## config.mk

```make
export PLATFORM = sky130hd
export DESIGN_NAME = status_query_responder
export DESIGN_NICKNAME = d
export VERILOG_FILES = /design/src/hdl/hex_char.v /design/src/hdl/reply_text.v /design/src/hdl/status_query_responder.v
export VERILOG_INCLUDE_DIRS = /design/src /design/src/hdl
export SDC_FILE = /design/constraint.sdc
export NUM_CORES = 1
export LEC_CHECK = 0
export BUFFER_PORTS_ARGS = -buffer_cell sky130_fd_sc_hd__clkbuf_2
export CAP_MARGIN = 15
export CORE_ASPECT_RATIO = 0.7
export CORE_MARGIN = 4
export CORE_UTILIZATION = 30
export CTS_BUF_LIST = sky130_fd_sc_hd__clkbuf_8
export DETAILED_ROUTE_END_ITERATION = 10
export GPL_TIMING_DRIVEN = 0
export PLACE_DENSITY = 0.54
export SYNTH_ARGS = -nofsm -noshare
export SYNTH_HDL_FRONTEND = slang
export SYNTH_SLANG_ARGS = --single-unit
```

## constraint.sdc

```tcl
create_clock -name clk_sys_i -period 7.8 [get_ports clk_sys_i]
set_input_delay 0 -clock clk_sys_i [delete_from_list [all_inputs] [get_ports clk_sys_i]]
set_output_delay 0 -clock clk_sys_i [all_outputs]
set_load 0.005 [all_outputs]
```

## src/hdl/dio_query_map.vh

```
// Purpose: Offsets, field codes, characters and counts of the status query responder
// Assumes: Included by the design files by bare name
// Notes: Register offsets are byte addresses of aligned 32-bit words
`ifndef DIO_QUERY_MAP_VH
`define DIO_QUERY_MAP_VH

// Register offsets
`define OFS_CMD 8'h00
`define OFS_REPLY 8'h04
`define OFS_STATUS 8'h08
`define OFS_DIR 8'h0c
`define OFS_SENSE 8'h10
`define OFS_LEVEL 8'h14
`define OFS_PULSE 8'h18
`define OFS_IRQ 8'h1c
`define OFS_STRB_CLR 8'h20

// Writable field masks and reset values
`define MASK_BYTES 6'h3f
`define MASK_IRQ 8'hdd
`define RST_SOFT_TS 6'h3f
`define RST_DIR 6'h00
`define RST_SENSE 6'h00
`define RST_LEVEL 6'h00
`define RST_PULSE 6'h00
`define RST_IRQ 8'h00

// Field positions
`define PULSE_DRD_EDGE 0
`define PULSE_RFD_EDGE 1
`define STRB_CLR_DRD 0
`define STRB_CLR_RFD 1
`define STAT_BUSY 0
`define STAT_ERR 1
`define STAT_DRD 2
`define STAT_RFD 3
`define STAT_FAIL 4

// Read modes
`define RM_READY 4'h0
`define RM_TEXT 4'h1
`define RM_NUM 4'h2
`define RM_DRD 4'h3
`define RM_RFD 4'h4
`define RM_IRQ 4'h5
`define RM_LEVEL 4'h6
`define RM_DIR 4'h7
`define RM_PULSE 4'h8
`define RM_SENSE 4'h9
`define RM_TS 4'ha

// Error codes
`define ERR_NONE 7'd0
`define ERR_SELFTEST 7'd1
`define ERR_SYNTAX 7'd2
`define ERR_TRISTATE 7'd7
`define ERR_OUT_ON_IN 7'd10
`define ERR_SEQ_LEN 7'd15

// Characters
`define CH_CR 8'h0d
`define CH_LF 8'h0a
`define CH_SEMI 8'h3b
`define CH_SPACE 8'h20
`define CH_STAR 8'h2a
`define CH_ZERO 8'h30
`define CH_FIVE 8'h35

// Self test counts
`define ST_LAST_BYTE 3'h5
`define ST_LAST_PAT 8'hff

`endif

```

## src/hdl/hex_char.v

```verilog
// Purpose: Converts one nibble to its upper-case ASCII hex character
// Assumes: Purely combinational
// Notes: Used for both characters of a two-character hex reply
`timescale 1ns/1ps
module hex_char (
   input wire [3:0] nib_i,
   output reg [7:0] ch_o
);
   // Digits 0-9 then A-F
   always @* begin
      if (nib_i < 4'ha) begin
         ch_o = 8'h30 + {4'h0, nib_i};
      end else begin
         ch_o = 8'h37 + {4'h0, nib_i};
      end
   end
endmodule

```

## src/hdl/reply_text.v

```verilog
// Purpose: Character source for the error text reply
// Assumes: idx_i below len_o selects a body character; caller adds CR LF
// Notes: Templates carry '#' where a field is substituted
`timescale 1ns/1ps
`include "dio_query_map.vh"
module reply_text (
   input wire [6:0] code_i,
   input wire [7:0] arg_a_i,
   input wire [7:0] arg_b_i,
   input wire [5:0] idx_i,
   output reg [7:0] ch_o,
   output reg [5:0] len_o
);
   localparam [8*37-1:0] T_NONE = "NO ERRORS";
   localparam [8*37-1:0] T_ST = "SELF TEST FAILURE BYTE # COUNT ###";
   localparam [8*37-1:0] T_SYN = "SYNTAX ERROR";
   localparam [8*37-1:0] T_TS = "INVALID TRI-STATE COMMAND '#'";
   localparam [8*37-1:0] T_OUT = "OUTPUT SPECIFIED ON AN INPUT BYTE - #";
   localparam [8*37-1:0] T_SEQ = "MAXIMUM SEQUENCE LENGTH EXCEEDED - ##";
   localparam [8*37-1:0] T_UNK = "UNKNOWN ERROR";

   // Character i of an n-character right-aligned template
   function [7:0] pick;
      input [8*37-1:0] s;
      input [5:0] n;
      input [5:0] i;
      begin
         if (i < n) begin
            pick = s[8*(n-1-i) +: 8];
         end else begin
            pick = 8'h20;
         end
      end
   endfunction

   // Decimal digit of a value below ten
   function [7:0] dig;
      input [7:0] v;
      begin
         dig = 8'h30 + v;
      end
   endfunction

   // Template choice then field substitution
   always @* begin
      case (code_i)
         `ERR_NONE: begin
            len_o = 6'd9;
            ch_o = pick(T_NONE, 6'd9, idx_i);
         end
         `ERR_SELFTEST: begin
            len_o = 6'd34;
            ch_o = pick(T_ST, 6'd34, idx_i);
            if (idx_i == 6'd23) ch_o = dig({5'h0, arg_a_i[2:0]});
            if (idx_i == 6'd31) ch_o = dig(arg_b_i / 8'd100);
            if (idx_i == 6'd32) ch_o = dig((arg_b_i / 8'd10) % 8'd10);
            if (idx_i == 6'd33) ch_o = dig(arg_b_i % 8'd10);
         end
         `ERR_SYNTAX: begin
            len_o = 6'd12;
            ch_o = pick(T_SYN, 6'd12, idx_i);
         end
         `ERR_TRISTATE: begin
            len_o = 6'd29;
            ch_o = pick(T_TS, 6'd29, idx_i);
            if (idx_i == 6'd27) ch_o = arg_a_i; // Offending character
         end
         `ERR_OUT_ON_IN: begin
            len_o = 6'd37;
            ch_o = pick(T_OUT, 6'd37, idx_i);
            if (idx_i == 6'd36) ch_o = dig({5'h0, arg_a_i[2:0]});
         end
         `ERR_SEQ_LEN: begin
            len_o = 6'd37;
            ch_o = pick(T_SEQ, 6'd37, idx_i);
            if (idx_i == 6'd35) ch_o = dig(arg_a_i / 8'd10);
            if (idx_i == 6'd36) ch_o = dig(arg_a_i % 8'd10);
         end
         default: begin
            len_o = 6'd13;
            ch_o = pick(T_UNK, 6'd13, idx_i);
         end
      endcase
   end
endmodule

```

## src/hdl/status_query_responder.v

```verilog
// Purpose: Command-level status queries, error store, reset, self test and tri-state control
// Assumes: All inputs synchronous to clk_sys_i; commands arrive one ASCII byte per write
// Notes: Replies are read one character per read of the reply register and repeat
`timescale 1ns/1ps
`include "dio_query_map.vh"

// Summary of operation
// - Data-ready query replies 1 captured, 0 none
// - Ready-for-data query replies 1 captured, 0 none
// - Interrupt reply hex; bits 0,2,3 enables
// - Interrupt reply bits 4,6,7 acknowledge snapshot
// - Level query: six-bit mask, 1 active high
// - Direction query: six-bit mask, 1 output
// - Error number as two digits, text message
// - Pulse reply bits 0-3 edges, 1 negative
// - Pulse reply bits 4,5 handshake enables
// - Sense query mask, 1 means low true
// - Tri-state query is external OR programmed
// - Strobe replies repeat until replaced
// - Pending error gives marker on D, R, I, L, M, P, S, T queries until acknowledged
// - Unknown query selector answers READY string
// - Power-up: strobes 1, tri-state 3F, rest 00
// - Self-test failure: error 01, byte, pattern
// - Overlong sequence raises error 15 with length
// - Output on input byte raises error 10
// - Reset command restores power-up configuration
// - Self test checks, restores, flags failure
// - Byte hi-Z if software or external active
// - Tri-state selectors 0-5 or asterisk
// - Letter A tri-states, I releases; no selector, no byte
// - Missing condition letter raises tri-state error
module status_query_responder (
   input wire clk_sys_i,
   input wire resetn_i,
   input wire [7:0] addr_i,
   input wire [31:0] wdata_i,
   input wire wr_i,
   input wire rd_i,
   output reg [31:0] rdata_o,
   input wire data_ready_strobe_i,
   input wire ready_for_data_strobe_i,
   input wire [5:0] external_tristate_lines_i,
   input wire seq_overflow_i,
   input wire [3:0] seq_len_i,
   input wire out_on_input_i,
   input wire [2:0] out_byte_i,
   input wire [7:0] test_return_i,
   output reg [5:0] byte_hiz_o,
   output reg [5:0] byte_is_output_o,
   output reg [5:0] byte_low_true_o,
   output reg fail_led_o,
   output reg test_active_o,
   output reg [2:0] test_byte_o,
   output reg [7:0] test_pattern_o
);
   // Command parser states
   localparam [1:0] P_IDLE = 2'd0;
   localparam [1:0] P_QSEL = 2'd1;
   localparam [1:0] P_TS = 2'd2;
   localparam [1:0] P_SKIP = 2'd3;

   reg [1:0] pstate;
   reg [3:0] read_mode;
   reg [5:0] reply_idx;
   reg [5:0] soft_ts;
   reg [5:0] ts_sel;
   reg [5:0] dir;
   reg [5:0] sense;
   reg [5:0] level;
   reg [5:0] pulse;
   reg [7:0] irq;
   reg drd_flag;
   reg rfd_flag;
   reg drd_prev;
   reg rfd_prev;
   reg [6:0] err_code;
   reg [7:0] err_arg_a;
   reg [7:0] err_arg_b;
   reg err_pending;
   reg st_busy;
   reg st_check;

   wire [7:0] cmd_ch = wdata_i[7:0];
   wire is_term = (cmd_ch == `CH_SEMI) || (cmd_ch == `CH_LF);
   wire is_blank = is_term || (cmd_ch == `CH_CR) || (cmd_ch == `CH_SPACE);
   wire is_sel = (cmd_ch >= `CH_ZERO) && (cmd_ch <= `CH_FIVE);

   // Edge detection with the programmed pulse edge bits; 1 selects the falling edge
   wire drd_edge = pulse[`PULSE_DRD_EDGE] ? (drd_prev & ~data_ready_strobe_i) :
                   (~drd_prev & data_ready_strobe_i);
   wire rfd_edge = pulse[`PULSE_RFD_EDGE] ? (rfd_prev & ~ready_for_data_strobe_i) :
                   (~rfd_prev & ready_for_data_strobe_i);

   // External line counts as active when it matches its programmed level
   wire [5:0] ext_active = ~(external_tristate_lines_i ^ level);
   wire [5:0] hiz_now = soft_ts | ext_active;

   // Reply body source
   reg [7:0] hex_val;
   reg [7:0] body_ch;
   reg [5:0] body_len;
   reg [7:0] reply_ch;
   wire [7:0] hex_hi;
   wire [7:0] hex_lo;
   wire [7:0] text_ch;
   wire [5:0] text_len;
   wire [6:0] err_tens = err_code / 7'd10;
   wire [6:0] err_ones = err_code % 7'd10;
   wire marker_mode = err_pending && (read_mode != `RM_TEXT) &&
                      (read_mode != `RM_NUM) && (read_mode != `RM_READY);

   hex_char u_hex_hi (
      .nib_i(hex_val[7:4]),
      .ch_o(hex_hi)
   );

   hex_char u_hex_lo (
      .nib_i(hex_val[3:0]),
      .ch_o(hex_lo)
   );

   reply_text u_text (
      .code_i(err_code),
      .arg_a_i(err_arg_a),
      .arg_b_i(err_arg_b),
      .idx_i(reply_idx),
      .ch_o(text_ch),
      .len_o(text_len)
   );

   // Value shown by the hex-formatted queries
   always @* begin
      case (read_mode)
         `RM_IRQ: hex_val = irq;
         `RM_LEVEL: hex_val = {2'b00, level};
         `RM_DIR: hex_val = {2'b00, dir};
         `RM_PULSE: hex_val = {2'b00, pulse};
         `RM_SENSE: hex_val = {2'b00, sense};
         `RM_TS: hex_val = {2'b00, hiz_now};
         default: hex_val = 8'h00;
      endcase
   end

   // Body character of the current reply; CR LF follow the body
   always @* begin
      body_ch = 8'h00;
      body_len = 6'd2;
      if (marker_mode) begin
         body_ch = (reply_idx == 6'd0) ? "Q" : "E";
      end else begin
         case (read_mode)
            `RM_TEXT: begin
               body_ch = text_ch;
               body_len = text_len;
            end
            `RM_NUM: begin
               body_ch = (reply_idx == 6'd0) ? (`CH_ZERO + {1'b0, err_tens}) :
                         (`CH_ZERO + {1'b0, err_ones});
            end
            `RM_DRD: begin
               body_ch = drd_flag ? "1" : "0";
               body_len = 6'd1;
            end
            `RM_RFD: begin
               body_ch = rfd_flag ? "1" : "0";
               body_len = 6'd1;
            end
            `RM_IRQ, `RM_LEVEL, `RM_DIR, `RM_PULSE, `RM_SENSE, `RM_TS: begin
               body_ch = (reply_idx == 6'd0) ? hex_hi : hex_lo;
            end
            default: begin
               body_len = 6'd5;
               case (reply_idx)
                  6'd0: body_ch = "R";
                  6'd1: body_ch = "E";
                  6'd2: body_ch = "A";
                  6'd3: body_ch = "D";
                  default: body_ch = "Y";
               endcase
            end
         endcase
      end
      if (reply_idx < body_len) begin
         reply_ch = body_ch;
      end else if (reply_idx == body_len) begin
         reply_ch = `CH_CR;
      end else begin
         reply_ch = `CH_LF;
      end
   end

   // Configuration back to its power-up values
   task power_up;
      begin
         soft_ts <= `RST_SOFT_TS;
         dir <= `RST_DIR;
         sense <= `RST_SENSE;
         level <= `RST_LEVEL;
         pulse <= `RST_PULSE;
         irq <= `RST_IRQ;
         drd_flag <= 1'b1;
         rfd_flag <= 1'b1;
         err_code <= `ERR_NONE;
         err_arg_a <= 8'h00;
         err_arg_b <= 8'h00;
         err_pending <= 1'b0;
         fail_led_o <= 1'b0;
         read_mode <= `RM_READY;
         reply_idx <= 6'd0;
         ts_sel <= 6'h00;
      end
   endtask

   // Main control: parser, registers, self test, error store
   always @(posedge clk_sys_i or negedge resetn_i) begin
      if (!resetn_i) begin
         pstate <= P_IDLE;
         read_mode <= `RM_READY;
         reply_idx <= 6'd0;
         soft_ts <= `RST_SOFT_TS;
         ts_sel <= 6'h00;
         dir <= `RST_DIR;
         sense <= `RST_SENSE;
         level <= `RST_LEVEL;
         pulse <= `RST_PULSE;
         irq <= `RST_IRQ;
         drd_flag <= 1'b1;
         rfd_flag <= 1'b1;
         drd_prev <= 1'b0;
         rfd_prev <= 1'b0;
         err_code <= `ERR_NONE;
         err_arg_a <= 8'h00;
         err_arg_b <= 8'h00;
         err_pending <= 1'b0;
         st_busy <= 1'b0;
         st_check <= 1'b0;
         rdata_o <= 32'h0;
         byte_hiz_o <= `RST_SOFT_TS;
         byte_is_output_o <= 6'h00;
         byte_low_true_o <= 6'h00;
         fail_led_o <= 1'b0;
         test_active_o <= 1'b0;
         test_byte_o <= 3'h0;
         test_pattern_o <= 8'h00;
      end else begin
         rdata_o <= 32'h0;
         drd_prev <= data_ready_strobe_i;
         rfd_prev <= ready_for_data_strobe_i;

         // Register writes; commands are dropped while the self test runs
         if (wr_i && !st_busy) begin
            case (addr_i)
               `OFS_CMD: begin
                  case (pstate)
                     P_IDLE: begin
                        if (cmd_ch == "Q") begin
                           pstate <= P_QSEL;
                        end else if (cmd_ch == "R") begin
                           power_up;
                        end else if (cmd_ch == "S") begin
                           st_busy <= 1'b1;
                           st_check <= 1'b0;
                           test_active_o <= 1'b1;
                           test_byte_o <= 3'h0;
                           test_pattern_o <= 8'h00;
                        end else if (cmd_ch == "T") begin
                           ts_sel <= 6'h00;
                           pstate <= P_TS;
                        end else if (!is_blank) begin
                           err_code <= `ERR_SYNTAX;
                           err_arg_a <= cmd_ch;
                           err_pending <= 1'b1;
                           pstate <= P_SKIP;
                        end
                     end
                     P_QSEL: begin
                        pstate <= P_IDLE;
                        reply_idx <= 6'd0;
                        case (cmd_ch)
                           "A": begin
                              read_mode <= `RM_TEXT;
                              err_pending <= 1'b0;
                           end
                           "N": begin
                              read_mode <= `RM_NUM;
                              err_pending <= 1'b0;
                           end
                           "D": read_mode <= `RM_DRD;
                           "R": read_mode <= `RM_RFD;
                           "I": read_mode <= `RM_IRQ;
                           "L": read_mode <= `RM_LEVEL;
                           "M": read_mode <= `RM_DIR;
                           "P": read_mode <= `RM_PULSE;
                           "S": read_mode <= `RM_SENSE;
                           "T": read_mode <= `RM_TS;
                           default: read_mode <= `RM_READY;
                        endcase
                     end
                     P_TS: begin
                        if (is_sel) begin
                           ts_sel <= ts_sel | (6'h01 << cmd_ch[2:0]);
                        end else if (cmd_ch == `CH_STAR) begin
                           ts_sel <= `MASK_BYTES;
                        end else if (cmd_ch == "A") begin
                           soft_ts <= soft_ts | ts_sel;
                           ts_sel <= 6'h00;
                        end else if (cmd_ch == "I") begin
                           soft_ts <= soft_ts & ~ts_sel;
                           ts_sel <= 6'h00;
                        end else if (is_term) begin
                           pstate <= P_IDLE;
                           if (ts_sel != 6'h00) begin
                              err_code <= `ERR_TRISTATE;
                              err_arg_a <= cmd_ch;
                              err_pending <= 1'b1;
                           end
                        end else if (cmd_ch != `CH_CR) begin
                           err_code <= `ERR_TRISTATE;
                           err_arg_a <= cmd_ch;
                           err_pending <= 1'b1;
                           pstate <= P_SKIP;
                        end
                     end
                     P_SKIP: begin
                        if (is_term) pstate <= P_IDLE;
                     end
                     default: pstate <= P_IDLE;
                  endcase
               end
               `OFS_DIR: dir <= wdata_i[5:0];
               `OFS_SENSE: sense <= wdata_i[5:0];
               `OFS_LEVEL: level <= wdata_i[5:0];
               `OFS_PULSE: pulse <= wdata_i[5:0];
               `OFS_IRQ: irq <= wdata_i[7:0] & `MASK_IRQ;
               `OFS_STRB_CLR: begin
                  if (wdata_i[`STRB_CLR_DRD]) drd_flag <= 1'b0;
                  if (wdata_i[`STRB_CLR_RFD]) rfd_flag <= 1'b0;
               end
               default: ;
            endcase
         end

         // Register reads; data stands in the following cycle only
         if (rd_i) begin
            case (addr_i)
               `OFS_REPLY: begin
                  rdata_o <= {24'h0, reply_ch};
                  reply_idx <= (reply_ch == `CH_LF) ? 6'd0 : reply_idx + 6'd1;
               end
               `OFS_STATUS: begin
                  rdata_o <= {27'h0, fail_led_o, rfd_flag, drd_flag, err_pending, st_busy};
               end
               `OFS_DIR: rdata_o <= {26'h0, dir};
               `OFS_SENSE: rdata_o <= {26'h0, sense};
               `OFS_LEVEL: rdata_o <= {26'h0, level};
               `OFS_PULSE: rdata_o <= {26'h0, pulse};
               `OFS_IRQ: rdata_o <= {24'h0, irq};
               default: rdata_o <= 32'h0;
            endcase
         end

         // Captured strobes; capture wins over a same-cycle clear
         if (drd_edge) drd_flag <= 1'b1;
         if (rfd_edge) rfd_flag <= 1'b1;

         // Errors reported by the load logic; set wins over acknowledge
         if (seq_overflow_i) begin
            err_code <= `ERR_SEQ_LEN;
            err_arg_a <= {4'h0, seq_len_i};
            err_pending <= 1'b1;
         end
         if (out_on_input_i) begin
            err_code <= `ERR_OUT_ON_IN;
            err_arg_a <= {5'h00, out_byte_i};
            err_pending <= 1'b1;
         end

         // Wraparound test: drive pattern, then compare on the next cycle
         if (st_busy) begin
            st_check <= ~st_check;
            if (st_check) begin
               if (test_return_i != test_pattern_o) begin
                  power_up;
                  st_busy <= 1'b0;
                  test_active_o <= 1'b0;
                  err_code <= `ERR_SELFTEST;
                  err_arg_a <= {5'h00, test_byte_o};
                  err_arg_b <= test_pattern_o;
                  err_pending <= 1'b1;
                  fail_led_o <= 1'b1;
               end else if (test_pattern_o == `ST_LAST_PAT) begin
                  test_pattern_o <= 8'h00;
                  if (test_byte_o == `ST_LAST_BYTE) begin
                     power_up;
                     st_busy <= 1'b0;
                     test_active_o <= 1'b0;
                  end else begin
                     test_byte_o <= test_byte_o + 3'h1;
                  end
               end else begin
                  test_pattern_o <= test_pattern_o + 8'h01;
               end
            end
         end

         // Pin-facing state; direction is never touched by tri-state control
         byte_hiz_o <= hiz_now;
         byte_is_output_o <= dir;
         byte_low_true_o <= sense;
      end
   end
endmodule

```

==> results.sh, run 1 <==
export IMPL_final_area_um2=15460
export IMPL_detail_route_wl_per_cell_um=23.13
export IMPL_sum_of_overflow_across_all_layers_after_global_routing=0
export IMPL_pin_count_of_the_biggest_net_entering_global_routing=89
export IMPL_initial_utilization_pct=30.50
export IMPL_grt_first_pass_wirelength_um=91190
export IMPL_class_of_the_tightest_hold_or_removal_check="primary input to flop"
export IMPL_row_count=64
export IMPL_summed_instance_area_of_the_synthesized_netlist_um2=13390
export IMPL_ff2ff_path_depth=21
export IMPL_final_util_pct=35.23
export IMPL_unrepaired_setup_endpoints_after_global_routing="no"
export IMPL_netlist_cell_type_count=100
export IMPL_layout_cells_most_common_list="nor2_1 (207), nand2_1 (181), o21ai_0 (150)"
export IMPL_tritoncts_num_buffers=17
export IMPL_detailedRoute_firstPassIterationCount=6
export IMPL_switching_share_pct=33.31
export IMPL_p_clk_share_pct=39.1
export IMPL_power_switching_mw=0.5680
export IMPL_startpoint="reply_idx[0]"
export IMPL_fin_cells=2600
export IMPL_worst_setup_hold_path_clk_slew_ns=0.08
export IMPL_grt_usage_pct=24.44
export IMPL_fin_nets=2104
export IMPL_post_route_cells_drive_above_1_share_pct=11.77
export IMPL_power_share_sequential_pct=40.2
export IMPL_count_of_flip_flops_with_a_built_in_enable_after_synthesis=0
export IMPL_maxSlewHeadroom_pct=14.35
export IMPL_flow_area_growth_from_synthesis_pct=15.50
export IMPL_die_area_um2=48110
export IMPL_p_int_mw=1.137
export IMPL_num_vias=15900
export IMPL_cts_htree_levels=4
export IMPL_fin_setup_tns_ns=0
export IMPL_irDropWorstVdd_mv=0.1020
export IMPL_antenna_violations_before_repair=1
export IMPL_clkSinkCount=125
export IMPL_fin_total_pwr_mw=1.705
export IMPL_filler_cell_count=4748
export IMPL_cp_required_ns=8.19
export IMPL_synth_main_ff_cell="dfrtp_1"
export IMPL_yosysWarningCount=0
export IMPL_path_max_fanout=12
export IMPL_critPathKind="flop to flop"
export IMPL_finalCriticalPeriod_ns=7.646
export IMPL_worstSetupStartpointType="flop"
export IMPL_worst_slew_pin_slew_ns=1.285
export IMPL_drt_drc_violations_left=0
export IMPL_reg2reg_setup_slack_ns=0.15
export IMPL_die_w_um=260.5
export IMPL_fin_worst_skew_ns=0.01521
export IMPL_post_detailed_route_via_to_cell_ratio=6.117
export IMPL_cts_root_buffer_cell="clkbuf_8"
export IMPL_hold_worst_slack_ns=0.04193
export IMPL_crit_path_end_kind="flop"
export IMPL_synth_sequential_area_ratio_pct=23.50
export IMPL_p_per_area_nw_per_um2=110.3
export IMPL_ios=132
export IMPL_post_route_period_util_pct=98.03
export IMPL_gp_routability_congestion=1.026
export IMPL_antenna_violating_nets_remaining=0
export IMPL_power_static_leakage_nw=5.979
export IMPL_timing_final_ws_setup_ns=0.1540
export IMPL_avgSynthCellArea_um2=7.267
export IMPL_place_area_um2=14670
export IMPL_slew_viol_final=0
export IMPL_setup_worst_path_end="reply_idx[0]"
export IMPL_async_reset_ff_share_pct=100.0
export IMPL_timing_final_setup_violations=0
export IMPL_max_freq_mhz=130.8
export IMPL_routed_wl_um=60130
export IMPL_critical_path_reg2reg_startpoint="reply_idx[0]"
export IMPL_place_detailed_instances=2543
export IMPL_tritoncts="yes"
export IMPL_final_common_cell="nor2_1"
export IMPL_core_area_um2=43880
export IMPL_cts_max_path_buffers=2
export IMPL_syn_instance_count=1842
export IMPL_timing_critical_path_arrival_ns=8.04
export IMPL_dr_first_iter_drc_count=2283
export IMPL_finalHoldViolCount=0
export IMPL_vias_in_the_first_global_route=14510
export IMPL_ys_ff_latch=125
export IMPL_power_share_combinational_pct=20.7
export IMPL_clk_insertion_delay_late_ns=0.48
export IMPL_hpwl_um=47120
export IMPL_die_h_um=184.7
export IMPL_worstReg2RegEnd="reply_idx[0]"
export IMPL_post_place_ws_ns=-0.5729
export IMPL_portBuffers=83
export IMPL_result_of_the_run="finished clean"
export IMPL_drv_cap=0
==> worst min path at each step <==
stage | start | end | depth (start not counted)
6_report | addr_i[2] | rdata_o[7] | 5
4_1_cts | seq_len_i[1] | err_arg_a[1] | 4
3_5_place_dp | resetn_i | pulse[1] | 1
3_3_place_gp | data_ready_strobe_i | drd_prev | 1
2_1_floorplan | resetn_i | byte_is_output_o[0] | 0
5_1_grt | addr_i[2] | rdata_o[7] | 5
==> layer usage <==
metal  share of wire [%]  track usage, %
met5                   0               0
met4                 1.3           3.905
met3                  12           6.538
met2                  40           33.89
met1                  48           37.95
==> critical path: stages, from the launching register on <==
cell and delay, ns:
dfrtp_1 0.46, clkbuf_1 0.36, clkinvlp_4 0.33, clkbuf_1 0.56
clkbuf_2 0.45, ha_1 0.25, clkbuf_1 0.40, buf_1 0.62
o221ai_1 0.20, nand3_1 0.27, o311ai_0 0.22, a2111oi_0 0.70
nor3_1 0.14, a211oi_1 0.34, nor3_1 0.16, nand2_1 0.10
o221ai_1 0.14, a221oi_1 1.10, nor4b_4 0.10, buf_4 0.21
or3_1 0.31, a21oi_1 0.15
==> final cells by class <==
| class | count | area, µm² | share of cell area [%] |
|---|---|---|---|
| Timing Repair Buffer | 109 | 706.9 | 4.573 |
| Inverter | 49 | 190.2 | 1.230 |
| Sequential cell | 125 | 3148 | 20.36 |
| Clock inverter | 15 | 211.5 | 1.368 |
| Clock buffer | 17 | 234.0 | 1.513 |
| Tap cell | 594 | 743.2 | 4.807 |
| Multi-Input combinational cell | 1542 | 9562 | 61.85 |
| Buffer | 148 | 661.9 | 4.281 |
| Antenna cell | 1 | 2.502 | 0.01619 |
==> cell usage after synthesis, drive strengths merged, types with 7 or more instances <==
library cell  number  area [µm²]
mux2              10       112.6
nor4              23       150.1
nor3              52       270.3
or3               13       81.33
o2111ai            9       78.83
nand2            182       690.7
or4                9       75.07
a22oi             42       320.3
ha                43       538.0
a21o              16       120.1
a31oi             37       237.7
dfstp             14       367.9
xnor2             32       287.8
nand3b            18       135.1
a221oi            24       210.2
and2              11       68.82
nand3             72       360.4
o311ai            11       103.9
nor2b             25       156.4
o21a              12       90.09
a2111oi           13       115.1
or2               18       112.6
o211ai            27       202.7
xor2              20       175.2
inv               44       165.2
clkbuf           104       390.4
o31ai             15       112.6
o21ai            156       780.8
nand4             20       125.1
nor2             207       777.0
a22o              11       96.34
o22ai             18       112.6
a211oi            29       217.7
a21boi             7       52.55
a21oi            138       701.9
dfrtp            111        2778
nand2b            32       200.2
a211o             10       87.58
and3              22       137.6
buf               45       270.3
o221ai             8       70.07
a311oi            12       122.6
mux2i             20       200.2
==> cells by family after synthesis <==
family	synth area share (%)
XOR/XNOR	3.627
flip-flops	23.50
AO/OA/AOI/OAI	33.08
AND/OR/NAND/NOR	26.62
other	0.05611
multiplexers	2.337
adder cells (fa/ha/maj)	4.468
buffers and inverters	6.310
==> power groups by stage <==
stage	clock (mW)	combinational (mW)	sequential, mW
floorplan	0	0.197	0.688
global placement	0	0.329	0.698
detailed placement	0	0.326	0.697
CTS	0.675	0.338	0.685
global route	0.710	0.377	0.687
finish	0.666	0.353	0.686
==> state kept, by name, indices dropped and copies added, names as in the netlist, 7 cells and up <==
signal,flops
err_arg_a,8
err_arg_b,8
irq,8
rdata_o,8
test_pattern_o,8
err_code,7
==> timing repair <==
| item | CTS | global route |
|---|---|---|
| hold buffers | 23 | 0 |
| pin swaps | 0 | 1 |
| setup endpoints to repair | 6 | 6 |
| hold endpoints to repair | 132 | 0 |
| buffers inserted | 0 | 1 |
| gates resized for setup | 4 | 20 |
(Power assumes the default switching activity.)
==> run 2: changes to the inputs <==
- CTS_BUF_LIST: sky130_fd_sc_hd__clkbuf_8 -> sky130_fd_sc_hd__clkbuf_16
==> run 2 against run 1 <==
- routed wire length barely moved
- fmax rose by 1.4%
- largest cell class unchanged
- core utilization rose by 0.27 points
- via count rose by 0.25%
==> results.sh, run 2 (same netlist as run 1, synthesis figures left out) <==
export IMPL_cts_root_buffer_cell="clkbuf_16"
export IMPL_hold_path_end="rfd_flag"
export IMPL_detailedRoute_firstPassIterationCount=6
export IMPL_core_area_um2=43880
export IMPL_worstReg2RegEnd="reply_idx[4]"
export IMPL_fin_nets=2098
export IMPL_unrepaired_setup_endpoints_after_global_routing="no"
export IMPL_die_area_um2=48110
export IMPL_portBuffers=83
export IMPL_grt_usage_pct=24.41
export IMPL_worst_hold_startpoint="addr_i[7]"
export IMPL_worstHoldPathCells=5
export IMPL_ios=132
export IMPL_path_max_fanout=12
export IMPL_gp_routability_congestion=1.026
export IMPL_fin_worst_skew_ns=0.01342
export IMPL_sum_of_overflow_across_all_layers_after_global_routing=0
export IMPL_detail_route_wl_per_cell_um=23.21
export IMPL_ff2ff_path_depth=21
export IMPL_power_static_leakage_nw=6.035
export IMPL_num_vias=15940
export IMPL_row_count=64
export IMPL_timing_final_ws_setup_ns=0.2612
export IMPL_die_h_um=184.7
export IMPL_cts_htree_levels=4
export IMPL_antennaDiodeCount=0
export IMPL_tritoncts="yes"
export IMPL_worstSetupStartpointType="flop"
export IMPL_worst_slew_pin_slew_ns=1.291
export IMPL_final_common_cell="nor2_1"
export IMPL_pin_count_of_the_biggest_net_entering_global_routing=89
export IMPL_dr_first_iter_drc_count=2378
export IMPL_finalCriticalPeriod_ns=7.539
export IMPL_timing_critical_path_arrival_ns=7.91
export IMPL_fin_setup_tns_ns=0
export IMPL_filler_cell_count=4725
export IMPL_antenna_violating_nets_remaining=0
export IMPL_drt_drc_violations_left=0
export IMPL_timing_final_setup_violations=0
export IMPL_worst_setup_hold_path_clk_slew_ns=0.06
export IMPL_max_freq_mhz=132.6
export IMPL_irDropWorstVdd_mv=0.1254
export IMPL_critical_path_reg2reg_startpoint="reply_idx[0]"
export IMPL_layout_cells_most_common_list="nor2_1 (207), nand2_1 (181), o21ai_0 (150)"
export IMPL_post_route_cells_drive_above_1_share_pct=11.76
export IMPL_tritoncts_num_buffers=17
export IMPL_critPathKind="flop to flop"
export IMPL_cts_max_path_buffers=2
export IMPL_maxSlewHeadroom_pct=13.91
export IMPL_post_place_ws_ns=-0.5729
export IMPL_initial_utilization_pct=30.50
export IMPL_p_per_area_nw_per_um2=123.0
export IMPL_routed_wl_um=60190
export IMPL_cp_required_ns=8.17
export IMPL_antenna_violations_before_repair=0
export IMPL_drv_cap=0
export IMPL_vias_in_the_first_global_route=14490
export IMPL_grt_first_pass_wirelength_um=91070
export IMPL_slew_viol_final=0
export IMPL_fin_total_pwr_mw=1.917
export IMPL_finalHoldViolCount=0
export IMPL_result_of_the_run="finished clean"
export IMPL_class_of_the_tightest_hold_or_removal_check="primary input to flop"
export IMPL_crit_path_end_kind="flop"
export IMPL_die_w_um=260.5
export IMPL_clkSinkCount=125
export IMPL_reg2reg_setup_slack_ns=0.26
export IMPL_hpwl_um=47120
export IMPL_post_route_period_util_pct=96.65
export IMPL_clk_insertion_delay_late_ns=0.44
export IMPL_flow_area_growth_from_synthesis_pct=16.39
export IMPL_post_detailed_route_via_to_cell_ratio=6.148
run 2: worst max-delay path: stages, from the launching register on:
cell and delay, ns:
dfrtp_1 0.45, clkbuf_1 0.36, clkinvlp_4 0.33, clkbuf_1 0.54, clkbuf_2 0.45, ha_1 0.25, clkbuf_1 0.39, buf_1 0.61
o221ai_1 0.20, nand3_1 0.27, o311ai_0 0.21, a2111oi_0 0.69, nor3_1 0.11, a211oi_1 0.32, nor3_1 0.16, nand2_1 0.10
o221ai_1 0.13, a221oi_1 1.10, nor4b_4 0.10, buf_4 0.21, a2111oi_0 0.33, a21o_1 0.14
run 2: power breakdown:
group / internal, mW / switching (mW) / total [mW]
Clock: 0.542 / 0.337 / 0.879
Combinational: 0.115 / 0.236 / 0.350
Sequential: 0.666 / 0.0213 / 0.687
run 2: timing repair:
action | in CTS | in global routing
gates resized for setup | 4 | 20
setup buffers | 0 | 1
gates cloned | 0 | 0
endpoints found under the hold margin | 129 | 0
pin swaps | 0 | 1
endpoints found under the setup margin | 6 | 6
hold buffers | 17 | 0
run 2: per-stage QoR:
| stage | hold WS, ns | area, µm² | std cells | util, % |
|---|---|---|---|---|
| after global placement | 0.1489 | 14630 | 2542 | 33.34 |
| after floorplan | -0.2956 | 13470 | 1865 | - |
| after CTS | 0.001243 | 15490 | 2591 | 35.29 |
| final | 0.01884 | 15580 | 2593 | 35.50 |
| after global routing | 0.05047 | 15580 | 2593 | 35.50 |
| after detailed placement | -0.06689 | 14670 | 2543 | 33.44 |
run 2: final cells by class:
type	instances	area (µm²)	share of cell area [%]
Buffer	148	661.9	4.249
Clock buffer	17	425.4	2.731
Clock inverter	15	211.5	1.357
Inverter	49	190.2	1.221
Multi-Input combinational cell	1542	9562	61.38
Sequential cell	125	3148	20.21
Tap cell	594	743.2	4.771
Timing Repair Buffer	103	636.9	4.088
run 2: worst max path at each step:
stage / from / endpoint / slack, ns
after floorplan: err_arg_b[3] / reply_idx[2] / 1.18
after global placement: err_arg_b[3] / reply_idx[2] / -0.64
after detailed placement: err_arg_b[3] / reply_idx[2] / -0.57
after CTS: err_arg_b[4] / reply_idx[2] / 0.05
after global routing: err_arg_b[4] / reply_idx[2] / 0.03
final: reply_idx[0] / reply_idx[4] / 0.26
run 2: per-layer routing:
| metal | vias up | part of all wire [%] | track usage (%) | routed length, µm |
|---|---|---|---|---|
| met4 | 0 | 1.5 | 4.098 | 897 |
| met1 | 7783 | 47 | 37.85 | 28570 |
| met2 | 908 | 39 | 33.79 | 23740 |
| li1 | 7172 | - | - | - |
| met3 | 79 | 12 | 6.579 | 6982 |
| met5 | - | 0 | 0 | 0 |
